<file path="config.mk">
export PLATFORM = sky130hd
export DESIGN_NAME = fsc_core
export DESIGN_NICKNAME = d
export VERILOG_FILES = /design/src/fsc_pkg.sv /design/src/fsc_core.sv /design/src/fsc_serial_rx.sv
export VERILOG_INCLUDE_DIRS = /design/src
export SDC_FILE = /design/constraint.sdc
export NUM_CORES = 1
export LEC_CHECK = 0
export BUFFER_PORTS_ARGS = -buffer_cell sky130_fd_sc_hd__buf_2
export CAP_MARGIN = 30
export CORE_ASPECT_RATIO = 0.5
export CORE_UTILIZATION = 45
export DETAILED_ROUTE_END_ITERATION = 16
export SLEW_MARGIN = 10
export SYNTH_ARGS = -nofsm -noshare
export SYNTH_HDL_FRONTEND = slang
export SYNTH_HIERARCHICAL = 1
export SYNTH_SLANG_ARGS = --single-unit
</file>
<file path="constraint.sdc">
create_clock -name clk_sys_i -period 5 [get_ports clk_sys_i]
set_clock_uncertainty 0.05 [all_clocks]
set_input_delay 0 -clock clk_sys_i [delete_from_list [all_inputs] [get_ports clk_sys_i]]
set_output_delay 0 -clock clk_sys_i [all_outputs]
set_load 0.02 [all_outputs]
</file>
<file path="src/fsc_map.svh">
`ifndef FSC_MAP_SVH
`define FSC_MAP_SVH
// ==========================================================
// serial word layout
`define FSC_BIT_CNT_LAST 4'hf
`define FSC_ADDR_CTRL 4'h0
`define FSC_ADDR_NINC 4'h1
`define FSC_ADDR_DF_LO 4'h2
`define FSC_ADDR_DF_HI 4'h3
`define FSC_ADDR_INTV_TOP 2'h1
`define FSC_ADDR_FS_LO 4'hc
`define FSC_ADDR_FS_HI 4'hd
// ==========================================================
// control word fields
`define FSC_CTRL_B24 11
`define FSC_CTRL_DAC_EN 10
`define FSC_CTRL_MSB_EN 8
`define FSC_CTRL_EXT_INC 5
`define FSC_RST_CTRL 12'h0c0
// ==========================================================
// step interval word fields
`define FSC_INTV_BASE_BIT 13
// ==========================================================
// output levels
`define FSC_DAC_MID 10'h200
`define FSC_PHASE_MSB 23
`endif

</file>
<file path="src/fsc_pkg.sv">
`default_nettype none
package fsc_pkg;
  // ==========================================================
  // scan states, one-hot
  typedef enum logic [2:0] {
    fsc_st_idle = 3'b001,
    fsc_st_run = 3'b010,
    fsc_st_hold = 3'b100
  } fsc_state_e;

  // ==========================================================
  // one serial word: address nibble and payload
  typedef struct packed {
    logic [3:0] addr;
    logic [11:0] data;
  } fsc_word_s;

  // serial receiver state
  typedef struct packed {
    logic [2:0] sclk_sync;
    logic [2:0] data_sync;
    logic [2:0] fs_sync;
    logic sclk_f;
    logic fs_f;
    logic [3:0] cnt;
    logic [15:0] shift;
    logic valid;
    fsc_word_s word;
  } fsc_rx_s;

  // scan configuration
  typedef struct packed {
    logic [11:0] ctrl;
    logic [11:0] ninc;
    logic [23:0] dfreq;
    logic [13:0] intv;
    logic [23:0] start_frequency;
    logic [11:0] df_lo_pend;
    logic [11:0] fs_lo_pend;
  } fsc_cfg_s;

  // scan core state
  typedef struct packed {
    fsc_cfg_s cfg;
    fsc_state_e state;
    logic [2:0] trig_sync;
    logic trig_f;
    logic [2:0] abort_sync;
    logic abort_f;
    logic [23:0] freq;
    logic [23:0] phase;
    logic [11:0] steps;
    logic [12:0] icnt;
    logic [9:0] dac;
    logic done;
  } fsc_core_s;
endpackage : fsc_pkg
`default_nettype wire

</file>
<file path="src/fsc_core.sv">
// Overview of operation
// - scan built from start frequency, step size and increment count.
// - auto mode times each step by clock periods or output cycles.
// - auto mode: one trigger pulse starts and completes whole scan.
// - external mode: first trigger edge starts, each later edge steps once until the count runs out; the next edge ends the scan.
// - phase accumulator keeps running; only its increment changes.
// - final frequency held until reset.
// - scan lasts increment count plus one intervals.
// - each write is one 16-bit word on the serial clock.
// - one bit per falling serial clock edge, sixteen per word.
// - bits accepted only while frame sync is low.
// - long frame: each group of sixteen bits is its own word.
// - serial clock may run or idle high or low.
// - control write resets scan and sets output midscale like abort.
// - output stays midscale until a trigger rising edge.
// - top four bits address the register; zero means control.
// - abort sampled by clock; rising edge resets scan to midscale.
// - trigger sampled by clock; rising edge starts the scan.
`timescale 1ns/1ps
`default_nettype none
`include "fsc_map.svh"
module fsc_core
  import fsc_pkg::*;
(
  input wire logic clk_sys_i,
  input wire logic sys_rst_i,
  input wire logic sclk_i,
  input wire logic serial_data_in_i,
  input wire logic frame_sync_n_i,
  input wire logic scan_trigger_i,
  input wire logic abort_i,
  output logic [9:0] dac_code_o,
  output logic dac_enable_o,
  output logic msb_out_o,
  output logic msb_out_oe_o,
  output logic [23:0] current_freq_o,
  output logic scan_active_o,
  output logic scan_done_o
);
  fsc_core_s r_reg;
  fsc_core_s r_next;
  logic word_valid;
  fsc_word_s word;
  logic trig_rise;
  logic abort_rise;
  logic ctrl_wr;
  logic kill;
  logic [24:0] phase_sum;
  logic ext_mode;
  logic [12:0] intv_len;
  logic intv_tick;
  logic intv_end;
  logic step_now;

  // ==========================================================
  // serial port, delivering words already in the clock domain
  fsc_serial_rx u_rx (
    .clk_sys_i(clk_sys_i),
    .sys_rst_i(sys_rst_i),
    .sclk_i(sclk_i),
    .serial_data_in_i(serial_data_in_i),
    .frame_sync_n_i(frame_sync_n_i),
    .word_valid_o(word_valid),
    .word_o(word)
  );

  // ==========================================================
  // edge detect on filtered trigger and abort
  assign trig_rise = (r_reg.trig_sync[1] == r_reg.trig_sync[2]) & r_reg.trig_sync[2] & ~r_reg.trig_f;
  assign abort_rise = (r_reg.abort_sync[1] == r_reg.abort_sync[2]) & r_reg.abort_sync[2] & ~r_reg.abort_f;
  assign ctrl_wr = word_valid & (word.addr == `FSC_ADDR_CTRL);
  assign kill = abort_rise | ctrl_wr;

  // interval timing helpers
  assign phase_sum = {1'b0, r_reg.phase} + {1'b0, r_reg.freq};
  assign ext_mode = r_reg.cfg.ctrl[`FSC_CTRL_EXT_INC];
  assign intv_len = (r_reg.cfg.intv[12:0] == 13'h0) ? 13'h1 : r_reg.cfg.intv[12:0];
  assign intv_tick = r_reg.cfg.intv[`FSC_INTV_BASE_BIT] ? phase_sum[24] : 1'b1; // cycles or clocks
  assign intv_end = intv_tick & ((r_reg.icnt + 13'h1) >= intv_len);
  assign step_now = ext_mode ? trig_rise : intv_end;

  // next state
  always_comb begin
    r_next = r_reg;
    r_next.trig_sync = {r_reg.trig_sync[1:0], scan_trigger_i};
    r_next.abort_sync = {r_reg.abort_sync[1:0], abort_i};
    if (r_reg.trig_sync[1] == r_reg.trig_sync[2]) begin
      r_next.trig_f = r_reg.trig_sync[2];
    end
    if (r_reg.abort_sync[1] == r_reg.abort_sync[2]) begin
      r_next.abort_f = r_reg.abort_sync[2];
    end

    // register writes by address nibble
    if (word_valid) begin
      case (word.addr)
        `FSC_ADDR_CTRL: begin
          r_next.cfg.ctrl = word.data;
        end
        `FSC_ADDR_NINC: begin
          r_next.cfg.ninc = word.data;
        end
        `FSC_ADDR_DF_LO: begin
          if (r_reg.cfg.ctrl[`FSC_CTRL_B24]) begin
            r_next.cfg.df_lo_pend = word.data;
          end else begin
            r_next.cfg.dfreq[11:0] = word.data;
          end
        end
        `FSC_ADDR_DF_HI: begin
          r_next.cfg.dfreq[23:12] = word.data;
          if (r_reg.cfg.ctrl[`FSC_CTRL_B24]) begin
            r_next.cfg.dfreq[11:0] = r_reg.cfg.df_lo_pend; // both halves land together
          end
        end
        `FSC_ADDR_FS_LO: begin
          if (r_reg.cfg.ctrl[`FSC_CTRL_B24]) begin
            r_next.cfg.fs_lo_pend = word.data;
          end else begin
            r_next.cfg.start_frequency[11:0] = word.data;
          end
        end
        `FSC_ADDR_FS_HI: begin
          r_next.cfg.start_frequency[23:12] = word.data;
          if (r_reg.cfg.ctrl[`FSC_CTRL_B24]) begin
            r_next.cfg.start_frequency[11:0] = r_reg.cfg.fs_lo_pend;
          end
        end
        default: begin
          if (word.addr[3:2] == `FSC_ADDR_INTV_TOP) begin
            r_next.cfg.intv = {word.addr[1:0], word.data};
          end
        end
      endcase
    end

    // phase runs without reload across steps
    if (r_reg.state != fsc_st_idle) begin
      r_next.phase = phase_sum[23:0];
    end

    // scan sequencing
    case (r_reg.state)
      fsc_st_idle: begin
        if (trig_rise) begin
          r_next.state = fsc_st_run;
          r_next.freq = r_reg.cfg.start_frequency;
          r_next.steps = r_reg.cfg.ninc;
          r_next.icnt = 13'h0;
          r_next.phase = 24'h0;
        end
      end
      fsc_st_run: begin
        if (intv_tick && !ext_mode) begin
          r_next.icnt = intv_end ? 13'h0 : r_reg.icnt + 13'h1;
        end
        if (step_now) begin
          if (r_reg.steps == 12'h0) begin
            r_next.state = fsc_st_hold; // start interval plus n steps elapsed
            r_next.done = 1'b1;
          end else begin
            r_next.freq = r_reg.freq + r_reg.cfg.dfreq;
            r_next.steps = r_reg.steps - 12'h1;
          end
        end
      end
      fsc_st_hold: begin
        r_next.state = fsc_st_hold; // last frequency kept
      end
      default: begin
        r_next.state = fsc_st_idle;
      end
    endcase

    // output sample: midscale while idle, triangle of phase otherwise
    if (r_next.state == fsc_st_idle) begin
      r_next.dac = `FSC_DAC_MID;
    end else if (r_next.phase[`FSC_PHASE_MSB]) begin
      r_next.dac = ~r_next.phase[22:13];
    end else begin
      r_next.dac = r_next.phase[22:13];
    end

    // abort or control write returns to idle at midscale
    if (kill) begin
      r_next.state = fsc_st_idle;
      r_next.dac = `FSC_DAC_MID;
      r_next.phase = 24'h0;
      r_next.icnt = 13'h0;
      r_next.done = 1'b0;
    end
  end

  // state register
  always_ff @(posedge clk_sys_i) begin
    if (sys_rst_i) begin
      r_reg <= '0;
      r_reg.state <= fsc_st_idle;
      r_reg.dac <= `FSC_DAC_MID;
      r_reg.cfg.ctrl <= `FSC_RST_CTRL;
    end else begin
      r_reg <= r_next;
    end
  end

  // ==========================================================
  // outputs
  assign dac_code_o = r_reg.dac;
  assign dac_enable_o = r_reg.cfg.ctrl[`FSC_CTRL_DAC_EN];
  assign msb_out_o = ~r_reg.phase[`FSC_PHASE_MSB]; // inverted phase msb
  assign msb_out_oe_o = r_reg.cfg.ctrl[`FSC_CTRL_MSB_EN];
  assign current_freq_o = r_reg.freq;
  assign scan_active_o = (r_reg.state == fsc_st_run);
  assign scan_done_o = r_reg.done;
endmodule : fsc_core
`default_nettype wire

</file>
<file path="src/fsc_serial_rx.sv">
`timescale 1ns/1ps
`default_nettype none
`include "fsc_map.svh"
module fsc_serial_rx
  import fsc_pkg::*;
(
  input wire logic clk_sys_i,
  input wire logic sys_rst_i,
  input wire logic sclk_i,
  input wire logic serial_data_in_i,
  input wire logic frame_sync_n_i,
  output logic word_valid_o,
  output fsc_word_s word_o
);
  fsc_rx_s r_reg;
  fsc_rx_s r_next;
  logic sclk_fall;

  // ==========================================================
  // falling serial clock, once stages two and three agree low
  assign sclk_fall = r_reg.sclk_f & (r_reg.sclk_sync[1] == r_reg.sclk_sync[2]) & ~r_reg.sclk_sync[2];

  // shift, count and frame logic
  always_comb begin
    r_next = r_reg;
    r_next.valid = 1'b0;
    r_next.sclk_sync = {r_reg.sclk_sync[1:0], sclk_i};
    r_next.data_sync = {r_reg.data_sync[1:0], serial_data_in_i};
    r_next.fs_sync = {r_reg.fs_sync[1:0], frame_sync_n_i};
    if (r_reg.sclk_sync[1] == r_reg.sclk_sync[2]) begin
      r_next.sclk_f = r_reg.sclk_sync[2]; // clock idles high or low alike
    end
    if (r_reg.fs_sync[1] == r_reg.fs_sync[2]) begin
      r_next.fs_f = r_reg.fs_sync[2];
    end
    if (r_reg.fs_f) begin
      r_next.cnt = 4'h0; // frame high: drop partial word
    end else if (sclk_fall) begin
      r_next.shift = {r_reg.shift[14:0], r_reg.data_sync[2]}; // one bit per falling edge
      r_next.cnt = r_reg.cnt + 4'h1; // wraps: next group of 16 is a new word
      if (r_reg.cnt == `FSC_BIT_CNT_LAST) begin
        r_next.valid = 1'b1; // only the sixteenth edge delivers
        r_next.word = {r_reg.shift[14:0], r_reg.data_sync[2]};
      end
    end
  end

  // state register
  always_ff @(posedge clk_sys_i) begin
    if (sys_rst_i) begin
      r_reg <= '0;
      r_reg.sclk_sync <= 3'b111; // idle levels, no false low after release
      r_reg.fs_sync <= 3'b111;
      r_reg.sclk_f <= 1'b1;
      r_reg.fs_f <= 1'b1;
    end else begin
      r_reg <= r_next;
    end
  end

  assign word_valid_o = r_reg.valid;
  assign word_o = r_reg.word;
endmodule : fsc_serial_rx
`default_nettype wire

</file>
# ---- After elaboration in Yosys (flattened, before gate mapping)
# Index checks and enable logic that the tools add are counted.
dict set report classes {
  addsub 5
  n_lt_le_gt_ge 1
  n_eq_ne 24
  mux 25
  bitwise 17
  reduce_logical 27
}
# cell n
set op_table {}
lappend op_table {{two-way mux 24 bit} 4}
lappend op_table {{two-way mux 73 bit} 1}
lappend op_table {{two-way mux 12 bit} 5}
lappend op_table {{one-hot mux 25 bit (2 select lines)} 1}
lappend op_table {{one-hot mux 12 bit (2 select lines)} 2}
lappend op_table {{one-hot mux 24 bit (2 select lines)} 1}
lappend op_table {{two-way mux 13 bit} 3}
lappend op_table {{adder 24 x 24 -> 25 bit} 1}
lappend op_table {{adder 24 bit} 1}
lappend op_table {{AND reduction 3 bit} 6}
lappend op_table {{two-way mux 17 bit} 1}
lappend op_table {{adder 13 x 1 -> 13 bit, second input constant} 1}
lappend op_table {{>= comparator 13 bit} 1}
lappend op_table {{logical NOT 13 bit} 1}
lappend op_table {{equality test 4 bit, second input constant} 3}
lappend op_table {{logical NOT 12 bit} 1}
lappend op_table {{inequality test 2 bit, second input constant} 6}
lappend op_table {{AND reduction 4 bit} 3}
lappend op_table {{subtractor 12 x 1 -> 12 bit, second input constant} 1}
lappend op_table {{two-way mux 10 bit} 1}
lappend op_table {{inverter 10 bit} 1}
lappend op_table {{AND reduction 2 bit} 5}
lappend op_table {{two-way mux 3 bit} 3}
lappend op_table {{one-hot mux 3 bit (3 select lines)} 1}
lappend op_table {{21 further kinds} 45}
dict set report word_totals {
  regBits 252
  inputBits 7
  out_inout_bits 39
  elab_cells 129
}

# ---- Logic depth before layout (Yosys ltp)
# Gate-level depths: netlist (run 1).
dict set report depth {
  word_depth 9
  ltp_mapped 17
  ltp_nobuf 16
}

# ---- Hierarchy
# Netlist (run 1), hierarchy kept.
# mod n_inst cells_each area_per_inst_um2 seq_area_each_um2
set by_module_without_submodules {}
lappend by_module_without_submodules {fsc_core 1 1301 10895.4 3943.8}
lappend by_module_without_submodules {fsc_serial_rx 1 202 1931.9 940.9}

# ---- Worst setup path before layout (run 1)
# OpenSTA, ideal clock, no wires.
dict set report synth_path {
  kind {flip-flop to flip-flop}
  startpoint {register r_reg[11] (netlist name)}
  endpoint {register r_reg (netlist bit current_freq_o[11])}
  setup_time_ns 0.078
  arrival_ns 3.342
  t_required_ns 4.872
  slack_ns 1.530
  path_stages_with_launch 18
  n_path_buf 1
  period_less_slack_ns 3.470
  path_cell_list {dfxtp_1 > ha_1 > and3_1 > and3_1 > and3_1 > nand3_1 > xnor2_1 > ha_1 > nand4_1 > inv_1 > nand2_1 > a21oi_1 > a21oi_1 > or3_1 > o21ai_2 > clkbuf_1 > nor2_1 > nor3_1}
}
dict set report synth_via {
  elab_chain_cells 6
}
# item line
set synth_lines {}
lappend synth_lines {{start: declaration} fsc_core.sv:40} ;# fsc_core_s r_reg;
lappend synth_lines {{start signal: assignment} fsc_core.sv:202} ;# r_reg <= r_next;
lappend synth_lines {{adder 13 x 1 -> 13 bit} fsc_core.sv:79} ;# assign intv_end = intv_tick & ((r_reg.icnt + 13'h1) >= intv_len);
lappend synth_lines {{>= comparator 13 bit} fsc_core.sv:79}
lappend synth_lines {{AND 1 bit} fsc_core.sv:79}
lappend synth_lines {{two-way mux 1 bit} fsc_core.sv:80} ;# assign step_now = ext_mode ? trig_rise : intv_end;
lappend synth_lines {{inequality test 2 x 1 -> 1 bit (no line)} -}
lappend synth_lines {{AND reduction 4 bit (no line)} -}
# No other way between the ends.
# A chain may end at the register's enable or synchronous reset.

# ---- Worst setup path in the final report (run 1)
dict set report layout_path {
  startpoint {register r_reg[11] (netlist name)}
  endpoint {register r_reg (netlist bit current_freq_o[23])}
}
# The elaborated chain is that of the path after synthesis.

==> results.toml, run 1 <==
[timing]
tns_ns = 0
setup_viol = 0
period_share_pct = 78.4
post-route-min-period_ns = 3.92
fmax_mhz = 255
rsz0062_at_grt = "no"
slew_viol_final = 0
slew_headroom_pct = 36.8
hold_viol_final = 0
worst_pin_slew_ns = 0.948

[power]
swShare_pct = 21.3
irDropWorstVdd_mv = 0.193
p_int_mw = 3.14
p_seq_share_pct = 49.0
pwr-share-comb_pct = 1.8
clockPowerShare_pct = 49.2
p_leak_nw = 5.56
p_sw_mw = 0.850
power.density_nw_per_um2 = 288

[hold_path]
hold_end = "u_rx/r_next[46]"
hold_depth = 3
min_path_type = "input pin to flip-flop"
hold_start = "sclk_i"

[final_layout]
largest_reg_flops = 155
area_growth_pct = 8.12
drive_gt1_share_pct = 9.13
nets = 1535
fin_util_pct = 49.8
diodes = 0

[global_routing]
grt_max_degree = 137
first_global_vias = 9380
grt_overflow = 0
grt_first_pass_wirelength_um = 49600
track_usage_pct = 21.3
antenna_found_initial = 1

[synth]
synth_compound_area_share_pct = 16.7
yosys.area_share.simple_pct = 19.4
syn_area_sq_um = 12800
synth_top_family_by_area = "simple AND/OR/NAND/NOR gates"
yosys-top-cells-count = "dfxtp_1, nor2_1, nand2_1, a21oi_1, mux2i_1"
synth_xor_area_share_pct = 4.30
yosys_register_bits = 244
yosys-top-cells-area = "dfxtp_1, mux2i_1, ha_1, nor2_1, a21oi_1"
yosys.area.top_type_share_pct = 38.1
synth_nets = 1577
synth_flop_cell = "dfxtp_1"
synthArstFlopShare_pct = 0
yosys_warnings = 6
synth_top_cell_by_area = "dfxtp_1"
synthAdderAreaFrac_pct = 6.65
synth.most_common_cell = "dfxtp_1"
synth_cell_type_count = 73
avgSynthCellArea_sq_um = 8.53
syn_inst = 1503
muxShareOfSynthArea_pct = 7.74
synth_edf_count = 0
ys_seq_area_share_pct = 38.1

[worst_setup_path]
crit_slowest_cell = "or3_1"
cpPeakStageDelay_ns = 0.43
cp-start-kind = "flip-flop"
reg2reg_slack_ns = 1.08
cp_max_fo = 36
r2r_start = "r_reg[11]"
cp.required_ns = 5.39
crit_top_cell = "and3_1"
ff2ff_path_depth = 17
path_cells = "ha_1 -> and3_1 -> and3_1 -> and3_1 -> nand3_1 -> xnor2_1 -> ha_1 -> nand4_1 -> inv_1 -> nand2_1 -> a21oi_1 -> a21oi_1 -> or3_1 -> o21ai_2 -> buf_4 -> nor2_1 -> a311oi_1"
arrival_ns = 4.31
end_kind = "flip-flop"
critical_path.startpoint = "r_reg[11]"
r2r-end = "current_freq_o[23]"
path_class = "flip-flop to flip-flop"

[route]
vias = 10200
wl_um = 30800
dr.pass1.iters = 5
first_iter_violations = 667
postRouteAntennaNets = 0
drc = 0
wl_per_cell_um = 16.6
via_per_inst = 5.50

[clock_tree]
cts_buffers = 24
cts_root_buf = "clkbuf_16"
htreeDepth = 1
clkLatencyLatePin_ns = 0.55
cts_max_path_buffers = 3
clk_pin_slew_ns = 0.06
cts_sinks = 244
cts_resized = 0
cts_tree = "done"

[floorplan]
core_sq_um = 27900
initial_utilization_pct = 46.0
fp.dieH_um = 121
io_pins = 46
fp.dieW_um = 241
rows = 43
die_area_sq_um = 29200

[placement]
gp_congestion = 0.888
port-buffer-count = 45
dp_hpwl_um = 20600

[job]
max_cap_violations = 0

[outcome]
status = "completed"
==> placed cells by master (no fill, tap or decap), types with 6 or more instances in the layout <==
| master | count |
|---|---|
| dfxtp_1 | 244 |
| nor2_1 | 178 |
| nand2_1 | 140 |
| a21oi_1 | 122 |
| mux2i_1 | 98 |
| ha_1 | 65 |
| nand2b_1 | 49 |
| o21ai_0 | 46 |
| buf_2 | 44 |
| nand3_1 | 41 |
| xnor2_1 | 37 |
| inv_1 | 36 |
| nor3_1 | 35 |
| a211oi_1 | 33 |
| xor2_1 | 26 |
| clkbuf_16 | 24 |
| nor2b_1 | 21 |
| a21o_1 | 20 |
| a31oi_1 | 18 |
| and3_1 | 17 |
| a311oi_1 | 17 |
| buf_4 | 14 |
| a221oi_1 | 11 |
| nand4_1 | 9 |
| dlygate4sd3_1 | 9 |
| or2_2 | 8 |
| o21bai_1 | 6 |
| a22o_1 | 6 |
| o21a_1 | 6 |
| clkinv_2 | 6 |
==> critical path: cells and delay by family, from the launching register on <==
kind                     cells  cell delay (ns)
XOR/XNOR                     1             0.15
AND/OR/NAND/NOR              8             1.54
AO/OA/AOI/OAI                4             0.68
adder cells (fa/ha/maj)      2             0.53
buffers and inverters        2             0.47
flip-flops                   1             0.38
==> kinds of logic after synthesis <==
| kind of cell | Yosys count |
|---|---|
| buf+inv | 175 |
| compound gates | 325 |
| xor+xnor | 63 |
| fa+ha+maj | 67 |
| mux | 99 |
| simple gates | 530 |
| flops | 244 |
==> through the flow <==
stage	hold WS, ns	area (sq um)	power, mW	setup WS [ns]	cells
3_5_place_dp	0.138	12900	2.07	1.13	1807
5_1_grt	0.118	13900	4.14	0.717	1860
3_3_place_gp	0.134	12900	2.06	1.28	1805
2_1_floorplan	0.0538	12800	2.05	1.53	1503
4_1_cts	0.0980	13900	4.04	1.07	1859
6_report	0.124	13900	3.99	1.08	1860
==> layer usage <==
metal / global-route usage (%) / routed length, um
met4: 4.63 / 504
met3: 3.48 / 1720
met1: 31.1 / 15300
met2: 32.7 / 13300
met5: 0 / 0
==> cell type report <==
type                    instances  area [sq um]
well taps                     382           478
clock buffers                  31           677
fillers                      2672         14000
repair buffers                 71           468
flip-flops and latches        244          4880
clock inverters                12           175
multi-input cells            1084          7050
inverters                      36           135
==> what timing repair did <==
action / in CTS / in global routing
hold buffers: 9 / 0
endpoints found under the setup margin: 0 / 0
endpoints found under the hold margin: 30 / 0
setup buffers: 0 / 0
==> worst max-delay path by stage <==
stage / slack (ns) / end
6_report: 1.08 / current_freq_o[23]
5_1_grt: 0.72 / current_freq_o[23]
4_1_cts: 1.07 / current_freq_o[23]
3_5_place_dp: 1.13 / current_freq_o[23]
3_3_place_gp: 1.28 / r_reg[16]
2_1_floorplan: 1.53 / current_freq_o[11]
==> power by group through the flow <==
stage,logic (mW),registers [mW],clock network [mW]
after floorplan,0.0524,2.00,0
after global placement,0.0654,2.00,0
after detailed placement,0.0665,2.00,0
after CTS,0.0720,1.95,2.01
after global routing,0.0792,1.95,2.10
final,0.0713,1.95,1.96
Note: power is estimated with default switching activity, not from simulation.
==> run 2: changes to the inputs <==
--- a/config.mk
+++ b/config.mk
@@ -6,6 +6,7 @@
 export SDC_FILE = /design/constraint.sdc
 export NUM_CORES = 1
 export LEC_CHECK = 0
+export ABC_AREA = 1
 export BUFFER_PORTS_ARGS = -buffer_cell sky130_fd_sc_hd__buf_2
 export CAP_MARGIN = 30
 export CORE_ASPECT_RATIO = 0.5
==> constraint.sdc (replaced) <==
create_clock -name clk_sys_i -period 3.3 [get_ports clk_sys_i]
set_clock_uncertainty 0.05 [all_clocks]
set_input_delay 0 -clock clk_sys_i [delete_from_list [all_inputs] [get_ports clk_sys_i]]
set_output_delay 0 -clock clk_sys_i [all_outputs]
set_load 0.02 [all_outputs]
==> results.toml, run 2 <==
[floorplan]
core_sq_um = 29600
fp.dieH_um = 126
fp.dieW_um = 250
rows = 44
io_pins = 46
initial_utilization_pct = 46.8
die_area_sq_um = 31500

[synth]
synth_edf_count = 0
ys_seq_area_share_pct = 35.3
yosys.area.top_type_share_pct = 35.3
avgSynthCellArea_sq_um = 6.64
yosys_warnings = 6
yosys-top-cells-count = "nand2_1, nor2_1, dfxtp_1, inv_1, o21ai_0"
synth.most_common_cell = "nand2_1"
synth_flop_cell = "dfxtp_1"
yosys-top-cells-area = "dfxtp_1, nand2_1, nor2_1, o21ai_0, a21oi_1"
synth_cell_type_count = 48
yosys_register_bits = 244
synth_top_cell_by_area = "dfxtp_1"
synth_nets = 2161
syn_inst = 2087
synthArstFlopShare_pct = 0
syn_area_sq_um = 13900

[worst_setup_path]
critical_path.startpoint = "r_reg[11]"
r2r_start = "r_reg[11]"
cp_max_fo = 8
arrival_ns = 3.43
end_kind = "flip-flop"
path_class = "flip-flop to flip-flop"
cp.required_ns = 3.71
cp-start-kind = "flip-flop"

[power]
p_leak_nw = 6.70
power.density_nw_per_um2 = 565
irDropWorstVdd_mv = 0.352

[hold_path]
hold_start = "sclk_i"
min_path_type = "input pin to flip-flop"

[timing]
slew_headroom_pct = 41.7
worst_pin_slew_ns = 0.873
setup_viol = 0
fmax_mhz = 330
post-route-min-period_ns = 3.03
tns_ns = 0
hold_viol_final = 0
fin_ws_ns = 0.272
period_share_pct = 91.8
holdWs_ns = 0.111
slew_viol_final = 0
rsz0062_at_grt = "no"

[clock_tree]
cts_buffers = 24
cts_root_buf = "clkbuf_16"
htreeDepth = 1
cts_sinks = 244
cts_max_path_buffers = 3
cts_tree = "done"
clk_pin_slew_ns = 0.07
clkLatencyLatePin_ns = 0.56

[route]
vias = 12800
drc = 0
wl_per_cell_um = 15.6
dr.pass1.iters = 5
first_iter_violations = 1062
wl_um = 38700
via_per_inst = 5.16
postRouteAntennaNets = 0

[global_routing]
grt_max_degree = 97
grt_first_pass_wirelength_um = 61600
antenna_found_initial = 1
grt_overflow = 0
track_usage_pct = 24.3
first_global_vias = 11400

[final_layout]
largest_reg_flops = 155
n_fill_cell = 3049
final_cell_mix = "nand2_1, nor2_1, dfxtp_1, inv_1, o21ai_0"
final_common_cell = "nand2_1"
area_growth_pct = 8.63
drive_gt1_share_pct = 8.57
nets = 2144
stdcell_area_sq_um = 15100
diodes = 0

[placement]
port-buffer-count = 45
dp_hpwl_um = 27500
place_area_sq_um = 14000
dp_worst_setup_slack_ns = 0.0776
gp_congestion = 0.939

[job]
max_cap_violations = 0

[outcome]
status = "completed"
-- run 2: cell types whose count changed after synthesis, sizes merged, moves of 19 or more --
cell	change
a21oi	+56
nand3	+82
nor3	-23
nand2b	-50
inv	+182
clkbuf	-19
o21ai	+130
nand2	+386
a211oi	-34
xnor2	-28
nor2b	-22
nor2	+90
mux2i	-98
-- run 2: final cells by class --
type | instances | area, sq um | area share, %
timing repair buffer | 90 | 603 | 4.01
multi-input combinational | 1491 | 7460 | 49.6
inverter | 219 | 822 | 5.46
clock inverter | 15 | 139 | 0.923
sequential | 244 | 4890 | 32.5
tap | 391 | 489 | 3.25
clock buffer | 29 | 649 | 4.31
-- run 2: worst paths after layout --
kind	endpoint	slack, ns	cells past startpoint
setup / recovery	r_reg[35]	0.27	17
hold / removal	u_rx/r_next[46]	0.11	3
setup reg to reg	r_reg[35]	0.27	17
hold reg to reg	u_rx/r_next[44]	0.35	2
-- run 2: worst max-delay path: stages (launching register included) --
cell     delay [ns]
dfxtp_2        0.37
ha_4           0.15
nand3_2        0.11
nor2_4         0.13
nand3_2        0.08
nor3_2         0.21
xnor2_1        0.14
inv_1          0.10
ha_4           0.26
a21oi_2        0.12
o21ai_0        0.09
a21oi_1        0.16
nand3_2        0.14
nand3_4        0.14
nand3_4        0.22
buf_4          0.26
a21oi_1        0.13
nor2_1         0.07
-- run 2: report_power, final --
part	switching, mW	internal, mW	total (mW)
Clock	1.29	1.50	2.79
Sequential	0.240	3.14	3.38
Combinational	1.51	0.820	2.33
-- run 2: stage by stage --
step	std cells	total power [mW]	utilization [%]
3_5_place_dp	2419	5.67	47.4
2_1_floorplan	2087	5.18	-
5_1_grt	2479	8.99	50.8
4_1_cts	2472	8.48	50.4
6_report	2479	8.51	50.8
3_3_place_gp	2419	5.66	47.4
-- run 2: cells by family after synthesis --
logic type                 after synthesis  synth area share (%)
and+or+nand+nor                        996                  30.5
AOI/OAI and AO/OA                      406                  15.3
buffers and inverters                  354                  11.6
DFF                                    244                  35.3
adders and majority gates               67                  6.16
xor gates and xnor gates                20                  1.26
-- run 2: what timing repair did --
action / CTS / global route
hold endpoints to repair: 67 / 0
endpoints found under the setup margin: 0 / 48
hold buffers: 9 / 0
resized for setup: 0 / 16
buffers inserted: 0 / 4
-- run 2: metal layers --
layer,vias up,routed length (um),global-route usage [%]
li1,6685,-,-
met1,5769,19600,36.6
met2,284,16300,36.8
met3,46,2210,3.22
met4,0,652,4.40
met5,-,0,0
==> run 3: changes to the inputs <==
--- a/config.mk
+++ b/config.mk
@@ -12,6 +12,7 @@
 export CORE_ASPECT_RATIO = 0.5
 export CORE_UTILIZATION = 45
 export DETAILED_ROUTE_END_ITERATION = 16
+export RECOVER_POWER = 50
 export SLEW_MARGIN = 10
 export SYNTH_ARGS = -nofsm -noshare
 export SYNTH_HDL_FRONTEND = slang
==> results.toml, run 3 (synthesis results as in run 2) <==
[outcome]
status = "completed"

[clock_tree]
cts_buffers = 24
cts_tree = "done"
htreeDepth = 1
cts_sinks = 244
cts_max_path_buffers = 3
clkLatencyLatePin_ns = 0.56
clk_pin_slew_ns = 0.06
cts_root_buf = "clkbuf_16"

[placement]
place_area_sq_um = 14000
dpl.cell_count = 2419
gp_congestion = 0.939
port-buffer-count = 45
dp_hpwl_um = 27500
dp_worst_setup_slack_ns = 0.0776

[floorplan]
die_area_sq_um = 31500
initial_utilization_pct = 46.8
fp.dieW_um = 250
fp.dieH_um = 126
core_sq_um = 29600
io_pins = 46
rows = 44

[power]
p_leak_nw = 6.53
p_total_mw = 8.47
power.density_nw_per_um2 = 566
irDropWorstVdd_mv = 0.353

[route]
wl_per_cell_um = 15.6
vias = 12800
drc = 0
dr.pass1.iters = 5
first_iter_violations = 1078
via_per_inst = 5.17
postRouteAntennaNets = 0
wl_um = 38800

[global_routing]
first_global_vias = 11400
grt_overflow = 0
grt_max_degree = 97
antenna_found_initial = 1
track_usage_pct = 24.3
grt_first_pass_wirelength_um = 61600

[timing]
period_share_pct = 92.0
post-route-min-period_ns = 3.03
fmax_mhz = 330
slew_headroom_pct = 34.4
worst_pin_slew_ns = 0.982
rsz0062_at_grt = "no"
holdWs_ns = 0.111
setup_viol = 0
slew_viol_final = 0
hold_viol_final = 0
tns_ns = 0
fin_ws_ns = 0.265

[final_layout]
finalNonFillerCells = 2479
stdcell_area_sq_um = 15000
largest_reg_flops = 155
nets = 2144
diodes = 0
n_fill_cell = 3072
final_common_cell = "nand2_1"
fin_util_pct = 50.5
area_growth_pct = 7.95
final_cell_mix = "nand2_1, nor2_1, dfxtp_1, inv_1, o21ai_0"
drive_gt1_share_pct = 6.42

[worst_setup_path]
cp.required_ns = 3.70
cp_max_fo = 10
path_class = "flip-flop to flip-flop"
end_kind = "flip-flop"
arrival_ns = 3.43
cp-start-kind = "flip-flop"

[hold_path]
min_path_type = "input pin to flip-flop"

[job]
max_cap_violations = 0
-- run 3: area by class of cell --
class	count	area [sq um]	share of cell area (%)
clock buffers	29	649	4.34
inverters	219	822	5.50
clock inverters	15	139	0.929
repair buffers	90	528	3.53
multi-input cells	1491	7440	49.8
flip-flops and latches	244	4890	32.7
well taps	391	489	3.27
-- run 3: timing repair --
| action | in CTS | in global routing |
|---|---|---|
| endpoints found under the hold margin | 67 | 0 |
| endpoints found under the setup margin | 0 | 48 |
| gates resized for setup | 0 | 16 |
| hold buffers | 9 | 0 |
| buffers inserted | 0 | 4 |
-- run 3: routing by layer --
| metal | GRT usage [%] | routed length (um) |
|---|---|---|
| met4 | 4.40 | 635 |
| met2 | 36.8 | 16300 |
| met3 | 3.22 | 2150 |
| met5 | 0 | 0 |
| met1 | 36.6 | 19700 |
-- run 3: final timing paths --
check,slack [ns],endpoint,from,cells after the start
max,0.27,r_reg[23],r_reg[11],17
min,0.11,u_rx/r_next[46],sclk_i,3
max reg2reg,0.27,r_reg[23],r_reg[11],17
min reg2reg,0.35,r_next[87],r_next[86],2
-- run 3: critical path, stage by stage, from the launching register on --
cell and delay (ns):
dfxtp_2 0.37, ha_4 0.15, nand3_2 0.11, nor2_4 0.13
nand3_2 0.08, nor3_2 0.21, xnor2_1 0.14, inv_1 0.10
ha_4 0.29, nand2_1 0.08, nor3_1 0.21, nand2_1 0.09
nand3_2 0.10, nand2_1 0.12, nand2_1 0.09, clkinv_1 0.29
a21oi_1 0.23, nor2_1 0.07
-- run 3: power by group --
| part | leakage, nW | internal [mW] | total (mW) | switching, mW |
|---|---|---|---|---|
| Clock | 0.382 | 1.50 | 2.79 | 1.29 |
| Combinational | 4.18 | 0.782 | 2.29 | 1.51 |
| Sequential | 1.97 | 3.14 | 3.38 | 0.240 |
| Total | 6.53 | 5.42 | 8.47 | 3.04 |
